[config.mk]
export PLATFORM = sky130hd
export DESIGN_NAME = ais_scaler
export DESIGN_NICKNAME = d
export VERILOG_FILES = /design/src/rtl/ais_pkg.sv /design/src/rtl/ais_divider.sv /design/src/rtl/ais_scaler.sv
export VERILOG_INCLUDE_DIRS = /design/src /design/src/rtl
export SDC_FILE = /design/constraint.sdc
export NUM_CORES = 2
export LEC_CHECK = 0
export BUFFER_PORTS_ARGS = -buffer_cell sky130_fd_sc_hd__buf_2
export CAP_MARGIN = 20
export CORE_AREA = 4 4 258 260
export CTS_BUF_LIST = sky130_fd_sc_hd__clkbuf_8
export DETAILED_ROUTE_END_ITERATION = 10
export DIE_AREA = 0 0 262 264
export GPL_ROUTABILITY_DRIVEN = 0
export SYNTH_ARGS = -nofsm -noshare
export SYNTH_HDL_FRONTEND = slang
export SYNTH_SLANG_ARGS = --single-unit
export TNS_END_PERCENT = 1
[constraint.sdc]
create_clock -name core_clk -period 19.1 [get_ports core_clk]
set_input_delay 3.82 -clock core_clk [delete_from_list [all_inputs] [get_ports core_clk]]
set_output_delay 3.82 -clock core_clk [all_outputs]
set_load 0.1 [all_outputs]
[src/rtl/ais_params.svh]
// Offsets, field positions, reset values and timing counts for analog input scaling
`ifndef AIS_PARAMS_SVH
`define AIS_PARAMS_SVH

// Object entry indices (object index, subindex)
`define AIS_OBJ_READING 16'h3320
`define AIS_OBJ_OFFSET 16'h3321
`define AIS_OBJ_MULT 16'h3322
`define AIS_OBJ_DENOM 16'h3323
`define AIS_SUB_COUNT 8'h00
`define AIS_SUB_IN1 8'h01
`define AIS_SUB_IN2 8'h02

// Reset values
`define AIS_CHAN_COUNT 8'h02
`define AIS_OFFSET_RST 16'h0000
`define AIS_MULT_RST 16'h0001
`define AIS_DENOM_RST 16'h0001
`define AIS_READING_RST 32'h0000_0000

// Divider timing: one step per clock, one step per quotient bit
`define AIS_DIV_STEPS 6'h22

`endif

[src/rtl/ais_pkg.sv]
// Types shared by the analog input scaling design
package ais_pkg;

    // Divider sequencer states, one-hot
    typedef enum logic [2:0]
    {
        AIS_DIV_IDLE = 3'b001,
        AIS_DIV_RUN = 3'b010,
        AIS_DIV_DONE = 3'b100
    } ais_div_state_t;

endpackage : ais_pkg

[src/rtl/ais_divider.sv]
// Sequential signed divider, truncating toward zero
`timescale 1ns/10ps
`include "ais_params.svh"

module ais_divider
    import ais_pkg::*;
#(
    parameter int NUM_W = 34
)
(
    // Clock and reset
    input wire logic core_clk,
    input wire logic rst_b,
    // Request
    input wire logic start,
    input wire logic signed [NUM_W-1:0] dividend,
    input wire logic signed [15:0] divisor,
    // Answer
    output logic busy,
    output logic done,
    output logic signed [31:0] quotient
);

    // Magnitudes and signs latched at start
    logic [NUM_W-1:0] rem_reg;
    logic [NUM_W-1:0] quo_reg;
    logic [15:0] dvs_reg;
    logic neg_reg;
    logic [5:0] cnt_reg;
    ais_div_state_t state_reg;
    logic [NUM_W:0] trial;
    logic [NUM_W-1:0] shifted;
    logic [NUM_W-1:0] q_last; // Magnitude including the final quotient bit

    // ------------------------------------------------------------------
    // Restoring division step
    // ------------------------------------------------------------------
    // Shift in the next dividend bit, subtract if it fits
    always_comb
    begin
        shifted = {rem_reg[NUM_W-2:0], quo_reg[NUM_W-1]};
        trial = {1'b0, shifted} - {{(NUM_W-15){1'b0}}, dvs_reg};
        q_last = {quo_reg[NUM_W-2:0], !trial[NUM_W]};
    end

    // Sequencer and datapath
    always_ff @(posedge core_clk)
    begin
        if (!rst_b)
        begin
            state_reg <= AIS_DIV_IDLE;
            rem_reg <= '0;
            quo_reg <= '0;
            dvs_reg <= 16'h0001;
            neg_reg <= 1'b0;
            cnt_reg <= 6'h00;
            quotient <= `AIS_READING_RST;
        end
        else
        begin
            case (state_reg)
                AIS_DIV_IDLE:
                begin
                    if (start)
                    begin
                        // Work on magnitudes; sign fixed at the end for truncation to zero
                        rem_reg <= '0;
                        quo_reg <= dividend[NUM_W-1] ? NUM_W'(-dividend) : dividend;
                        dvs_reg <= divisor[15] ? 16'(-divisor) : divisor;
                        neg_reg <= dividend[NUM_W-1] ^ divisor[15];
                        cnt_reg <= 6'(NUM_W);
                        state_reg <= AIS_DIV_RUN;
                    end
                end
                AIS_DIV_RUN:
                begin
                    if (trial[NUM_W])
                    begin
                        rem_reg <= shifted;
                        quo_reg <= {quo_reg[NUM_W-2:0], 1'b0};
                    end
                    else
                    begin
                        rem_reg <= trial[NUM_W-1:0];
                        quo_reg <= {quo_reg[NUM_W-2:0], 1'b1};
                    end
                    cnt_reg <= cnt_reg - 6'h01;
                    // Quotient lands with the last bit, so done sees it settled
                    if (cnt_reg == 6'h01)
                    begin
                        // Results beyond 32 bits wrap; sign applied last
                        quotient <= neg_reg ? 32'(-q_last) : q_last[31:0];
                        state_reg <= AIS_DIV_DONE;
                    end
                end
                AIS_DIV_DONE:
                begin
                    state_reg <= AIS_DIV_IDLE;
                end
                default:
                    state_reg <= AIS_DIV_IDLE;
            endcase
        end
    end

    // Handshake outputs
    assign busy = (state_reg != AIS_DIV_IDLE);
    assign done = (state_reg == AIS_DIV_DONE);

endmodule : ais_divider

[src/rtl/ais_scaler.sv]
// Analog input scaling: offset, numerator, denominator, published readings
`timescale 1ns/10ps
`include "ais_params.svh"

module ais_scaler
    import ais_pkg::*;
#(
    parameter int RAW_W = 16,
    parameter bit IN2_PRESENT = 1'b1
)
(
    // Clock and reset
    input wire logic core_clk,
    input wire logic rst_b,
    // Raw converter samples, same clock domain
    input wire logic [RAW_W-1:0] raw_in1,
    input wire logic [RAW_W-1:0] raw_in2,
    input wire logic raw_valid,
    // Object dictionary access
    input wire logic [15:0] obj_index,
    input wire logic [7:0] obj_sub,
    input wire logic obj_wr,
    input wire logic obj_rd,
    input wire logic [31:0] obj_wdata,
    output logic [31:0] obj_rdata,
    output logic obj_ack,
    output logic obj_err,
    // Published readings for process data
    output logic signed [31:0] scaled_reading_in1,
    output logic signed [31:0] scaled_reading_in2
);

    localparam int NUM_W = 34; // 18-bit sum times 16-bit factor

    // ------------------------------------------------------------------
    // Settings
    // ------------------------------------------------------------------
    logic signed [15:0] input_offset_in1_reg;
    logic signed [15:0] input_offset_in2_reg;
    logic signed [15:0] multiplier_in1_reg;
    logic signed [15:0] multiplier_in2_reg;
    logic signed [15:0] denom_in1_reg;
    logic signed [15:0] denom_in2_reg;
    logic in2_hit; // Entry belongs to input 2
    logic in1_hit; // Entry belongs to input 1
    logic known_obj; // One of the four objects
    logic known_sub; // Subindex exists on this variant

    // Entry decode; input 2 entries vanish without the input
    always_comb
    begin
        known_obj = (obj_index == `AIS_OBJ_READING) || (obj_index == `AIS_OBJ_OFFSET)
            || (obj_index == `AIS_OBJ_MULT) || (obj_index == `AIS_OBJ_DENOM);
        in1_hit = (obj_sub == `AIS_SUB_IN1);
        in2_hit = (obj_sub == `AIS_SUB_IN2) && IN2_PRESENT;
        known_sub = (obj_sub == `AIS_SUB_COUNT) || in1_hit || in2_hit;
    end

    // Setting writes; count and reading entries are read-only
    always_ff @(posedge core_clk)
    begin
        if (!rst_b)
        begin
            input_offset_in1_reg <= `AIS_OFFSET_RST;
            input_offset_in2_reg <= `AIS_OFFSET_RST;
            multiplier_in1_reg <= `AIS_MULT_RST;
            multiplier_in2_reg <= `AIS_MULT_RST;
            denom_in1_reg <= `AIS_DENOM_RST;
            denom_in2_reg <= `AIS_DENOM_RST;
        end
        else if (obj_wr && known_obj)
        begin
            // Offset entries
            if (obj_index == `AIS_OBJ_OFFSET && in1_hit)
                input_offset_in1_reg <= obj_wdata[15:0];
            if (obj_index == `AIS_OBJ_OFFSET && in2_hit)
                input_offset_in2_reg <= obj_wdata[15:0];
            // Numerator entries
            if (obj_index == `AIS_OBJ_MULT && in1_hit)
                multiplier_in1_reg <= obj_wdata[15:0];
            if (obj_index == `AIS_OBJ_MULT && in2_hit)
                multiplier_in2_reg <= obj_wdata[15:0];
            // Denominator entries
            if (obj_index == `AIS_OBJ_DENOM && in1_hit)
                denom_in1_reg <= obj_wdata[15:0];
            if (obj_index == `AIS_OBJ_DENOM && in2_hit)
                denom_in2_reg <= obj_wdata[15:0];
        end
    end

    // ------------------------------------------------------------------
    // Sample capture and arithmetic front end
    // ------------------------------------------------------------------
    // Raw counts held until the next sample replaces them
    logic [RAW_W-1:0] raw1_reg;
    logic [RAW_W-1:0] raw2_reg;
    logic pend1_reg; // Fresh sample for input 1 awaiting divide
    logic pend2_reg; // Fresh sample for input 2 awaiting divide
    logic chan_reg; // Channel now in the divider
    logic signed [17:0] sum; // Raw plus offset; full raw range plus sign
    logic signed [NUM_W-1:0] product; // Sum times numerator
    logic signed [15:0] sel_off;
    logic signed [15:0] sel_mul;
    logic signed [15:0] sel_den;
    logic [RAW_W-1:0] sel_raw;
    logic div_start;
    logic div_busy;
    logic div_done;
    logic signed [31:0] div_q;

    // Latch samples; a new sample overwrites one still waiting
    always_ff @(posedge core_clk)
    begin
        if (!rst_b)
        begin
            raw1_reg <= '0;
            raw2_reg <= '0;
        end
        else if (raw_valid)
        begin
            raw1_reg <= raw_in1;
            raw2_reg <= raw_in2;
        end
    end

    // Pending flags; a new sample wins over the clear at launch
    always_ff @(posedge core_clk)
    begin
        if (!rst_b)
        begin
            pend1_reg <= 1'b0;
            pend2_reg <= 1'b0;
        end
        else
        begin
            if (raw_valid)
                pend1_reg <= 1'b1;
            else if (div_start && !next_chan)
                pend1_reg <= 1'b0;
            if (raw_valid && IN2_PRESENT)
                pend2_reg <= 1'b1;
            else if (div_start && next_chan)
                pend2_reg <= 1'b0;
        end
    end

    // Channel selection: alternate so neither input starves
    logic next_chan;
    always_comb
    begin
        if (pend1_reg && pend2_reg)
            next_chan = !chan_reg;
        else
            next_chan = pend2_reg;
        div_start = !div_busy && (pend1_reg || pend2_reg);
    end

    // Remember which channel is in flight
    always_ff @(posedge core_clk)
    begin
        // Starts as if input 2 ran last, so input 1 goes first
        if (!rst_b)
            chan_reg <= 1'b1;
        else if (!div_busy && (pend1_reg || pend2_reg))
            chan_reg <= next_chan;
    end

    // Operand mux on the channel about to launch
    always_comb
    begin
        sel_raw = next_chan ? raw2_reg : raw1_reg;
        sel_off = next_chan ? input_offset_in2_reg : input_offset_in1_reg;
        sel_mul = next_chan ? multiplier_in2_reg : multiplier_in1_reg;
        sel_den = next_chan ? denom_in2_reg : denom_in1_reg;
        // Offset first, then numerator; widths rule out overflow
        sum = 18'($signed({2'b00, sel_raw[15:0]})) + 18'(sel_off);
        product = NUM_W'(sum) * NUM_W'(sel_mul);
    end

    // Launch only with a usable denominator
    logic launch;
    assign launch = div_start && (sel_den != 16'sh0000);

    // ------------------------------------------------------------------
    // Division and publication
    // ------------------------------------------------------------------
    ais_divider #(
        .NUM_W(NUM_W)
    ) u_div (
        .core_clk(core_clk),
        .rst_b(rst_b),
        .start(launch),
        .dividend(product),
        .divisor(sel_den),
        .busy(div_busy),
        .done(div_done),
        .quotient(div_q)
    );

    // Published readings update on divider completion only
    logic pub_chan_reg;
    always_ff @(posedge core_clk)
    begin
        if (!rst_b)
            pub_chan_reg <= 1'b0;
        else if (launch)
            pub_chan_reg <= next_chan;
    end

    always_ff @(posedge core_clk)
    begin
        if (!rst_b)
        begin
            scaled_reading_in1 <= `AIS_READING_RST;
            scaled_reading_in2 <= `AIS_READING_RST;
        end
        else if (div_done)
        begin
            // With unity settings the quotient equals the raw count
            if (!pub_chan_reg)
                scaled_reading_in1 <= 32'(div_q);
            else
                scaled_reading_in2 <= 32'(div_q);
        end
    end

    // ------------------------------------------------------------------
    // Object read port
    // ------------------------------------------------------------------
    // Registered answer one cycle after the request
    always_ff @(posedge core_clk)
    begin
        if (!rst_b)
        begin
            obj_rdata <= 32'h0000_0000;
            obj_ack <= 1'b0;
            obj_err <= 1'b0;
        end
        else
        begin
            obj_ack <= (obj_rd || obj_wr) && known_obj && known_sub;
            obj_err <= (obj_rd || obj_wr) && !(known_obj && known_sub);
            obj_rdata <= 32'h0000_0000;
            if (obj_rd && known_obj)
            begin
                if (obj_sub == `AIS_SUB_COUNT)
                    obj_rdata <= {24'h000000, `AIS_CHAN_COUNT};
                else if (obj_index == `AIS_OBJ_READING)
                    obj_rdata <= in1_hit ? scaled_reading_in1
                        : (in2_hit ? scaled_reading_in2 : 32'h0000_0000);
                else if (obj_index == `AIS_OBJ_OFFSET)
                    obj_rdata <= in1_hit ? 32'(input_offset_in1_reg)
                        : (in2_hit ? 32'(input_offset_in2_reg) : 32'h0000_0000);
                else if (obj_index == `AIS_OBJ_MULT)
                    obj_rdata <= in1_hit ? 32'(multiplier_in1_reg)
                        : (in2_hit ? 32'(multiplier_in2_reg) : 32'h0000_0000);
                else
                    obj_rdata <= in1_hit ? 32'(denom_in1_reg)
                        : (in2_hit ? 32'(denom_in2_reg) : 32'h0000_0000);
            end
        end
    end

    // ------------------------------------------------------------------
    // Checks
    // ------------------------------------------------------------------
    a_count_fixed: assert property (@(posedge core_clk) disable iff (!rst_b)
        obj_rd && known_obj && obj_sub == `AIS_SUB_COUNT |=> obj_rdata == 32'h0000_0002)
        else $error("count entry not two");
    a_zero_denom: assert property (@(posedge core_clk) disable iff (!rst_b)
        div_start && sel_den == 16'sh0000 |=> !div_busy)
        else $error("division by zero launched");
    a_reading_hold: assert property (@(posedge core_clk) disable iff (!rst_b)
        !div_done |=> $stable(scaled_reading_in1) && $stable(scaled_reading_in2))
        else $error("reading changed without result");
    a_div_latency: assert property (@(posedge core_clk) disable iff (!rst_b)
        launch |-> ##[35:35] div_done)
        else $error("divider latency wrong");
    a_in2_absent: assert property (@(posedge core_clk) disable iff (!rst_b)
        !IN2_PRESENT |-> !pend2_reg && scaled_reading_in2 == 32'h0000_0000)
        else $error("absent input two active");
    a_offset_wr: assert property (@(posedge core_clk) disable iff (!rst_b)
        obj_wr && obj_index == `AIS_OBJ_OFFSET && in1_hit
        |=> input_offset_in1_reg == $past(obj_wdata[15:0]))
        else $error("offset write lost");
    a_mult_wr: assert property (@(posedge core_clk) disable iff (!rst_b)
        obj_wr && obj_index == `AIS_OBJ_MULT && in2_hit
        |=> multiplier_in2_reg == $past(obj_wdata[15:0]))
        else $error("multiplier write lost");
    a_unity_pass: assert property (@(posedge core_clk) disable iff (!rst_b)
        launch && !next_chan && sel_off == 16'sh0000 && sel_mul == 16'sh0001
        && sel_den == 16'sh0001 |-> ##36 scaled_reading_in1 == 32'($past(raw1_reg, 36)))
        else $error("unity settings altered count");

endmodule : ais_scaler

Word-level counts from Yosys, hierarchy flattened
Index checks and enable logic that the tools add are counted.
{"block": "op_classes", "n_addsub": 6, "mul": 1, "n_eq_ne": 13, "muxes": 35, "n_bitwise": 4, "n_reduce_logical": 48}
{"op": "32-bit two-way mux", "n": 12}
{"op": "16-bit two-way mux", "n": 5}
{"op": "34-bit two-way mux", "n": 2}
{"op": "34-bit case mux with 2 select lines", "n": 1}
{"op": "33-bit two-way mux", "n": 2}
{"op": "33-bit case mux with 2 select lines", "n": 1}
{"op": "16-bit by 14-bit equality test with 1-bit output (second input constant)", "n": 4}
{"op": "34-bit by 16-bit subtractor with 35-bit output", "n": 1}
{"op": "18-bit by 16-bit multiplier with 34-bit output", "n": 1}
{"op": "34-bit negator", "n": 1}
{"op": "32-bit negator", "n": 1}
{"op": "2-bit AND reduction", "n": 13}
{"op": "17-bit by 16-bit adder with 18-bit output", "n": 1}
{"op": "1-bit logical AND", "n": 17}
{"op": "16-bit negator", "n": 1}
{"op": "16-bit nonzero test", "n": 1}
{"op": "6-bit case mux with 2 select lines", "n": 1}
{"op": "8-bit by 1-bit equality test with 1-bit output (second input constant)", "n": 1}
{"op": "8-bit by 2-bit equality test with 1-bit output (second input constant)", "n": 1}
{"op": "8-bit zero test", "n": 1}
{"op": "1-bit logical OR", "n": 7}
{"op": "6-bit by 1-bit equality test with 1-bit output (second input constant)", "n": 1}
{"op": "1-bit two-way mux", "n": 6}
{"op": "3-bit two-way mux", "n": 2}
{"op": "other kinds (15)", "n": 23}
{"block": "word_totals", "ff_bits": 355, "in_bits": 93, "output_inout_bits": 98, "wordCells": 132}

Logic depth before layout (Yosys ltp)
{"block": "depth", "word_depth": 9, "mapped_depth": 44, "mapped_depth_nobuf": 39}

Cells and area by module
A second synthesis with hierarchy kept.
{"block": "unflattened", "hier_cells": 3432, "area_unflattened_um2": 29694.7}
{"mod": "ais_scaler", "instances": 1, "cells_per_inst": 2465, "area_each_um2": 22012.4, "seq_area_each_um2": 4604.4}
{"mod": "ais_divider", "instances": 1, "cells_per_inst": 967, "area_each_um2": 7682.4, "seq_area_each_um2": 2502.4}

Least setup slack after synthesis
No wires, ideal clock.
{"block": "synth_timing", "path_type": "reg-to-reg", "startpoint": "register pend2_reg", "endpoint": "register u_div.quo_reg[33]", "setup_ps": 74, "arrival_ps": 11552, "required_time_ps": 19026, "setup_slack_ps": 7474, "path_stages_with_launch": 43, "n_path_buf": 6, "synth_period_minus_slack_ps": 11626, "cell_sequence": "dfxtp_1 -> a21boi_1 -> buf_2 -> buf_1 -> clkbuf_1 -> clkbuf_1 -> mux2_2 -> ha_1 -> a21o_1 -> a21o_1 -> a21oi_1 -> o21ai_1 -> a21oi_1 -> a21oi_1 -> a211o_1 -> a21oi_1 -> o21ai_1 -> xnor2_1 -> [7 not listed] -> xnor2_1 -> fa_1 -> fa_1 -> inv_1 -> fa_1 -> inv_1 -> ha_1 -> a21oi_1 -> o21ai_0 -> or2_2 -> o22a_1 -> nand2_1 -> xor2_1 -> nand3_1 -> nor2_1 -> nand3_1 -> or4_1 -> a31oi_1"}
{"block": "synth_between", "elab_chain_len": 9, "word_cells_on_any_way": 18, "classes_between": "2 x add/sub; 1 x mul; 1 x eq/ne; 8 x mux; 6 x reduce/logical"}
{"element": "start: declaration", "line": "ais_scaler.sv:98", "rtl": "logic pend2_reg;"}
{"element": "start signal: assignment", "line": "ais_scaler.sv:132", "rtl": "pend2_reg <= 1'b0;"}
{"element": "start signal: assignment", "line": "ais_scaler.sv:141", "rtl": "pend2_reg <= 1'b1;"}
{"element": "start signal: assignment", "line": "ais_scaler.sv:143", "rtl": "pend2_reg <= 1'b0;"}
{"element": "1-bit logical AND", "line": "ais_scaler.sv:151", "rtl": "if (pend1_reg && pend2_reg)"}
{"element": "1-bit two-way mux", "line": "ais_scaler.sv:151"}
{"element": "16-bit two-way mux, on equally long branches", "line": "ais_scaler.sv:171, ais_scaler.sv:172"}
{"element": "17-bit by 16-bit adder with 18-bit output", "line": "ais_scaler.sv:176", "rtl": "sum = 18'($signed({2'b00, sel_raw[15:0]})) + 18'(sel_off);"}
{"element": "18-bit by 16-bit multiplier with 34-bit output", "line": "ais_scaler.sv:177", "rtl": "product = NUM_W'(sum) * NUM_W'(sel_mul);"}
{"element": "34-bit negator", "line": "ais_divider.sv:68", "rtl": "quo_reg <= dividend[NUM_W-1] ? NUM_W'(-dividend) : dividend;"}
{"element": "34-bit two-way mux", "line": "ais_divider.sv:68"}
{"element": "34-bit two-way mux", "line": "ais_divider.sv:64", "rtl": "if (start)"}
{"element": "34-bit case mux with 2 select lines", "line": "ais_divider.sv:61", "rtl": "case (state_reg)"}
{"element": "end signal: assignment", "line": "ais_divider.sv:68"}
{"element": "end signal: assignment", "line": "ais_divider.sv:80", "rtl": "quo_reg <= {quo_reg[NUM_W-2:0], 1'b0};"}
{"element": "end signal: assignment", "line": "ais_divider.sv:85", "rtl": "quo_reg <= {quo_reg[NUM_W-2:0], 1'b1};"}
{"element": "end: declaration", "line": "ais_divider.sv:26", "rtl": "logic [NUM_W-1:0] quo_reg;"}
Several ways; a longest one is shown, not always the timed one. The select of a mux whose other input is x is not followed.
A chain may end at the register's enable or synchronous reset.

Worst setup path in the final report
Ends and elaborated chain as after synthesis.

==> out/qor.csv <==
metric,value,unit
dp_hpwl,62500,um
port_buffers,174,
yosys.area_share.simple,0.179,
multiInputGateArea,19700,um2
reg2reg_depth,38,
synth_compound_area_frac,0.134,
boundaryPins,191,
setup_viol,0,
vias,24074,
yosys.area.top_type,dfxtp_1,
p_int,1.16,mW
htree_levels,2,
overflow,0,
fillers,6364,
period_share,0.613,
tightest_slew,1180,ps
yosysTopAreaCellShare,0.247,
hp-class,reg2reg,
fin_nets,4063,
fin_skew,31.3,ps
cp_slowest_stage_delay,630,ps
max_freq,0.0854,GHz
timing.max_cap.violations,0,
startpoint,pend2_reg,
insertion_delay,660,ps
placedCellCount,4353,
post_cts_resized,0,
routedWlPerCell,18.3,um
p_leak,14.0,nW
synth_xor_area_frac,0.0496,
swShare,0.306,
clkPwrFrac,0.373,
ys_ff_latch,355,
ys_async_sr_fraction,0,
holdWs,457,ps
reg2reg_from,pend2_reg,
p_seq_frac,0.453,
antenna_found_initial,2,
min_period,11710,ps
num_rows,93,
synth_nets,3962,
cpMaxStageDelayCell,xnor2_1,
seq_area,7110,um2
max-vdd-ir-drop,0.0419,mV
numCtsBuffers,56,
hold_violations,0,
ys_warn_count,0,
report.final.slew_viol_count,0,
yosys.area_share.adder,0.253,
cts-root-buf,clkbuf_8,
initial_core_util,0.449,
clock-sinks,355,
muxShareOfSynthArea,0.0676,
mostFrequentLayoutCell,nand2_1,
clk_pin_slew,60,ps
cts_setup_buffers,0,
setup_tns,0,ps
largest_reg_flops,34,
crit_path_max_fanout,45,
synth_flop_cell,dfxtp_1,
total_power,1.68,mW
hold_buffers,0,
antenna_left,0,
min_path_cells,2,
slew_headroom,0.213,
ys_seq_area_frac,0.247,
switching_power,514,uW
die_width,262,um
end_kind,flop,
combPwrFrac,0.175,
synth.avg_cell_area,8.32,um2
final_cells,4453,
crit_type,reg2reg,
cp.required,19680,ps
synth.distinct_cells,71,
grt_pass1_wl,131000,um
final_cell_mix,"612 x nand2_1, 377 x inv_1, 355 x dfxtp_1",
drive_above_1_share,0.108,
rsz0062_at_grt,false,
synth_top_family_by_area,adder cells,
syn_area,28800,um2
rrSetupSlack,7390,ps
r2r-end,u_div.quo_reg[33],
fp.coreArea,64100,um2
grt_use_total,0.237,
syn_to_final_growth,9.47,%
hp-start,u_div.dvs_reg[12],
first_pass_iters,6,
drt_wl_total,81600,um
grt_pass1_vias,23709,
dieArea,69200,um2
crit_path_frequent_cell,fa_1,
power_density,53.3,nW/um2
drt_iter0_drc,1710,
cts_buffer_depth,3,
cp_data_arrival_time,12290,ps
grt_start_max_net_pins,113,
synth-edff-count,0,
cts_tree,done,
vias_per_cell,5.41,
synthTopCellsByArea,"dfxtp_1 25%, fa_1 20%, nand2_1 8.0%",
drc,0,
synthCells,3459,
start_kind,flop,
min_to,u_div.dvs_reg[12],
die_y,264,um
status,completed,
==> worst max-delay path: cells and delay by family, from the launching register on <==
family                     cells  cell delay, ps
adders and majority gates      9            4230
muxes                          1             470
xor gates and xnor gates       2             830
DFF                            1             370
and+or+nand+nor                4             780
AOI/OAI and AO/OA             16            3920
buffers and inverters          6             990
==> synth_stat cells (17+ instances only) <==
library cell  number
a22o_1            19
fa_1             285
and3_1            25
a22oi_1           38
a21oi_1          245
nand3_1           35
xnor2_1           84
nor2_1           335
mux2_2            46
nor3_1            27
nand2b_1          17
clkbuf_1         154
dfxtp_1          355
a21o_1            30
inv_1            359
nand2_1          612
ha_1             125
o31ai_1           23
mux2i_1          111
o22ai_1           31
a211oi_1          53
o21ai_0          101
and2_1            47
xor2_1            79
==> cells by family (layout without fill, tap and decap cells) <==
kind of cell,count (synthesis),after routing
compound gates,628,628
xor+xnor,163,163
fa+ha+maj,411,411
buf+inv,532,670
flops,355,355
mux,171,171
other cells,0,1
simple gates,1199,1199
==> layout make-up <==
type,instances,area share
multi-input combinational,2572,0.626
sequential,355,0.226
inverter,359,0.0430
timing repair buffer,216,0.0378
tap,855,0.0340
clock buffer,65,0.0284
clock inverter,30,0.00525
antenna,1,0.0000795
==> metrics by stage <==
step	area (um2)	setup WS [ps]	util
2_1_floorplan	28800	7470	-
4_1_cts	31500	6850	0.491
6_report	31500	7390	0.491
3_3_place_gp	30400	6870	0.474
3_5_place_dp	30400	6850	0.474
5_1_grt	31500	6640	0.491
==> how the worst max path moves through the flow <==
stage | slack [ps] | end
3_3_place_gp | 6870 | u_div.quo_reg[20]
6_report | 7390 | u_div.quo_reg[33]
2_1_floorplan | 7470 | u_div.quo_reg[33]
4_1_cts | 6850 | u_div.quo_reg[25]
5_1_grt | 6640 | u_div.quo_reg[33]
3_5_place_dp | 6850 | u_div.quo_reg[20]
==> routing by layer <==
layer  routed length, um  global-route usage  share of wire  up-vias
met5                   0                   0              0        -
met4                2950              0.0784          0.036        0
met3                5350              0.0317          0.066      132
met2               37500               0.389           0.46      682
met1               35700               0.324           0.44    11695
li1                    -                   -              -    11565
==> power groups by stage <==
| stage | clock [mW] | combinational [mW] | sequential [mW] |
|---|---|---|---|
| after floorplan | 0 | 0.212 | 0.774 |
| after global placement | 0 | 0.290 | 0.776 |
| after detailed placement | 0 | 0.290 | 0.776 |
| after CTS | 0.642 | 0.292 | 0.759 |
| after global routing | 0.669 | 0.328 | 0.761 |
| final | 0.626 | 0.293 | 0.760 |
Power figures use the tool's default switching activity.
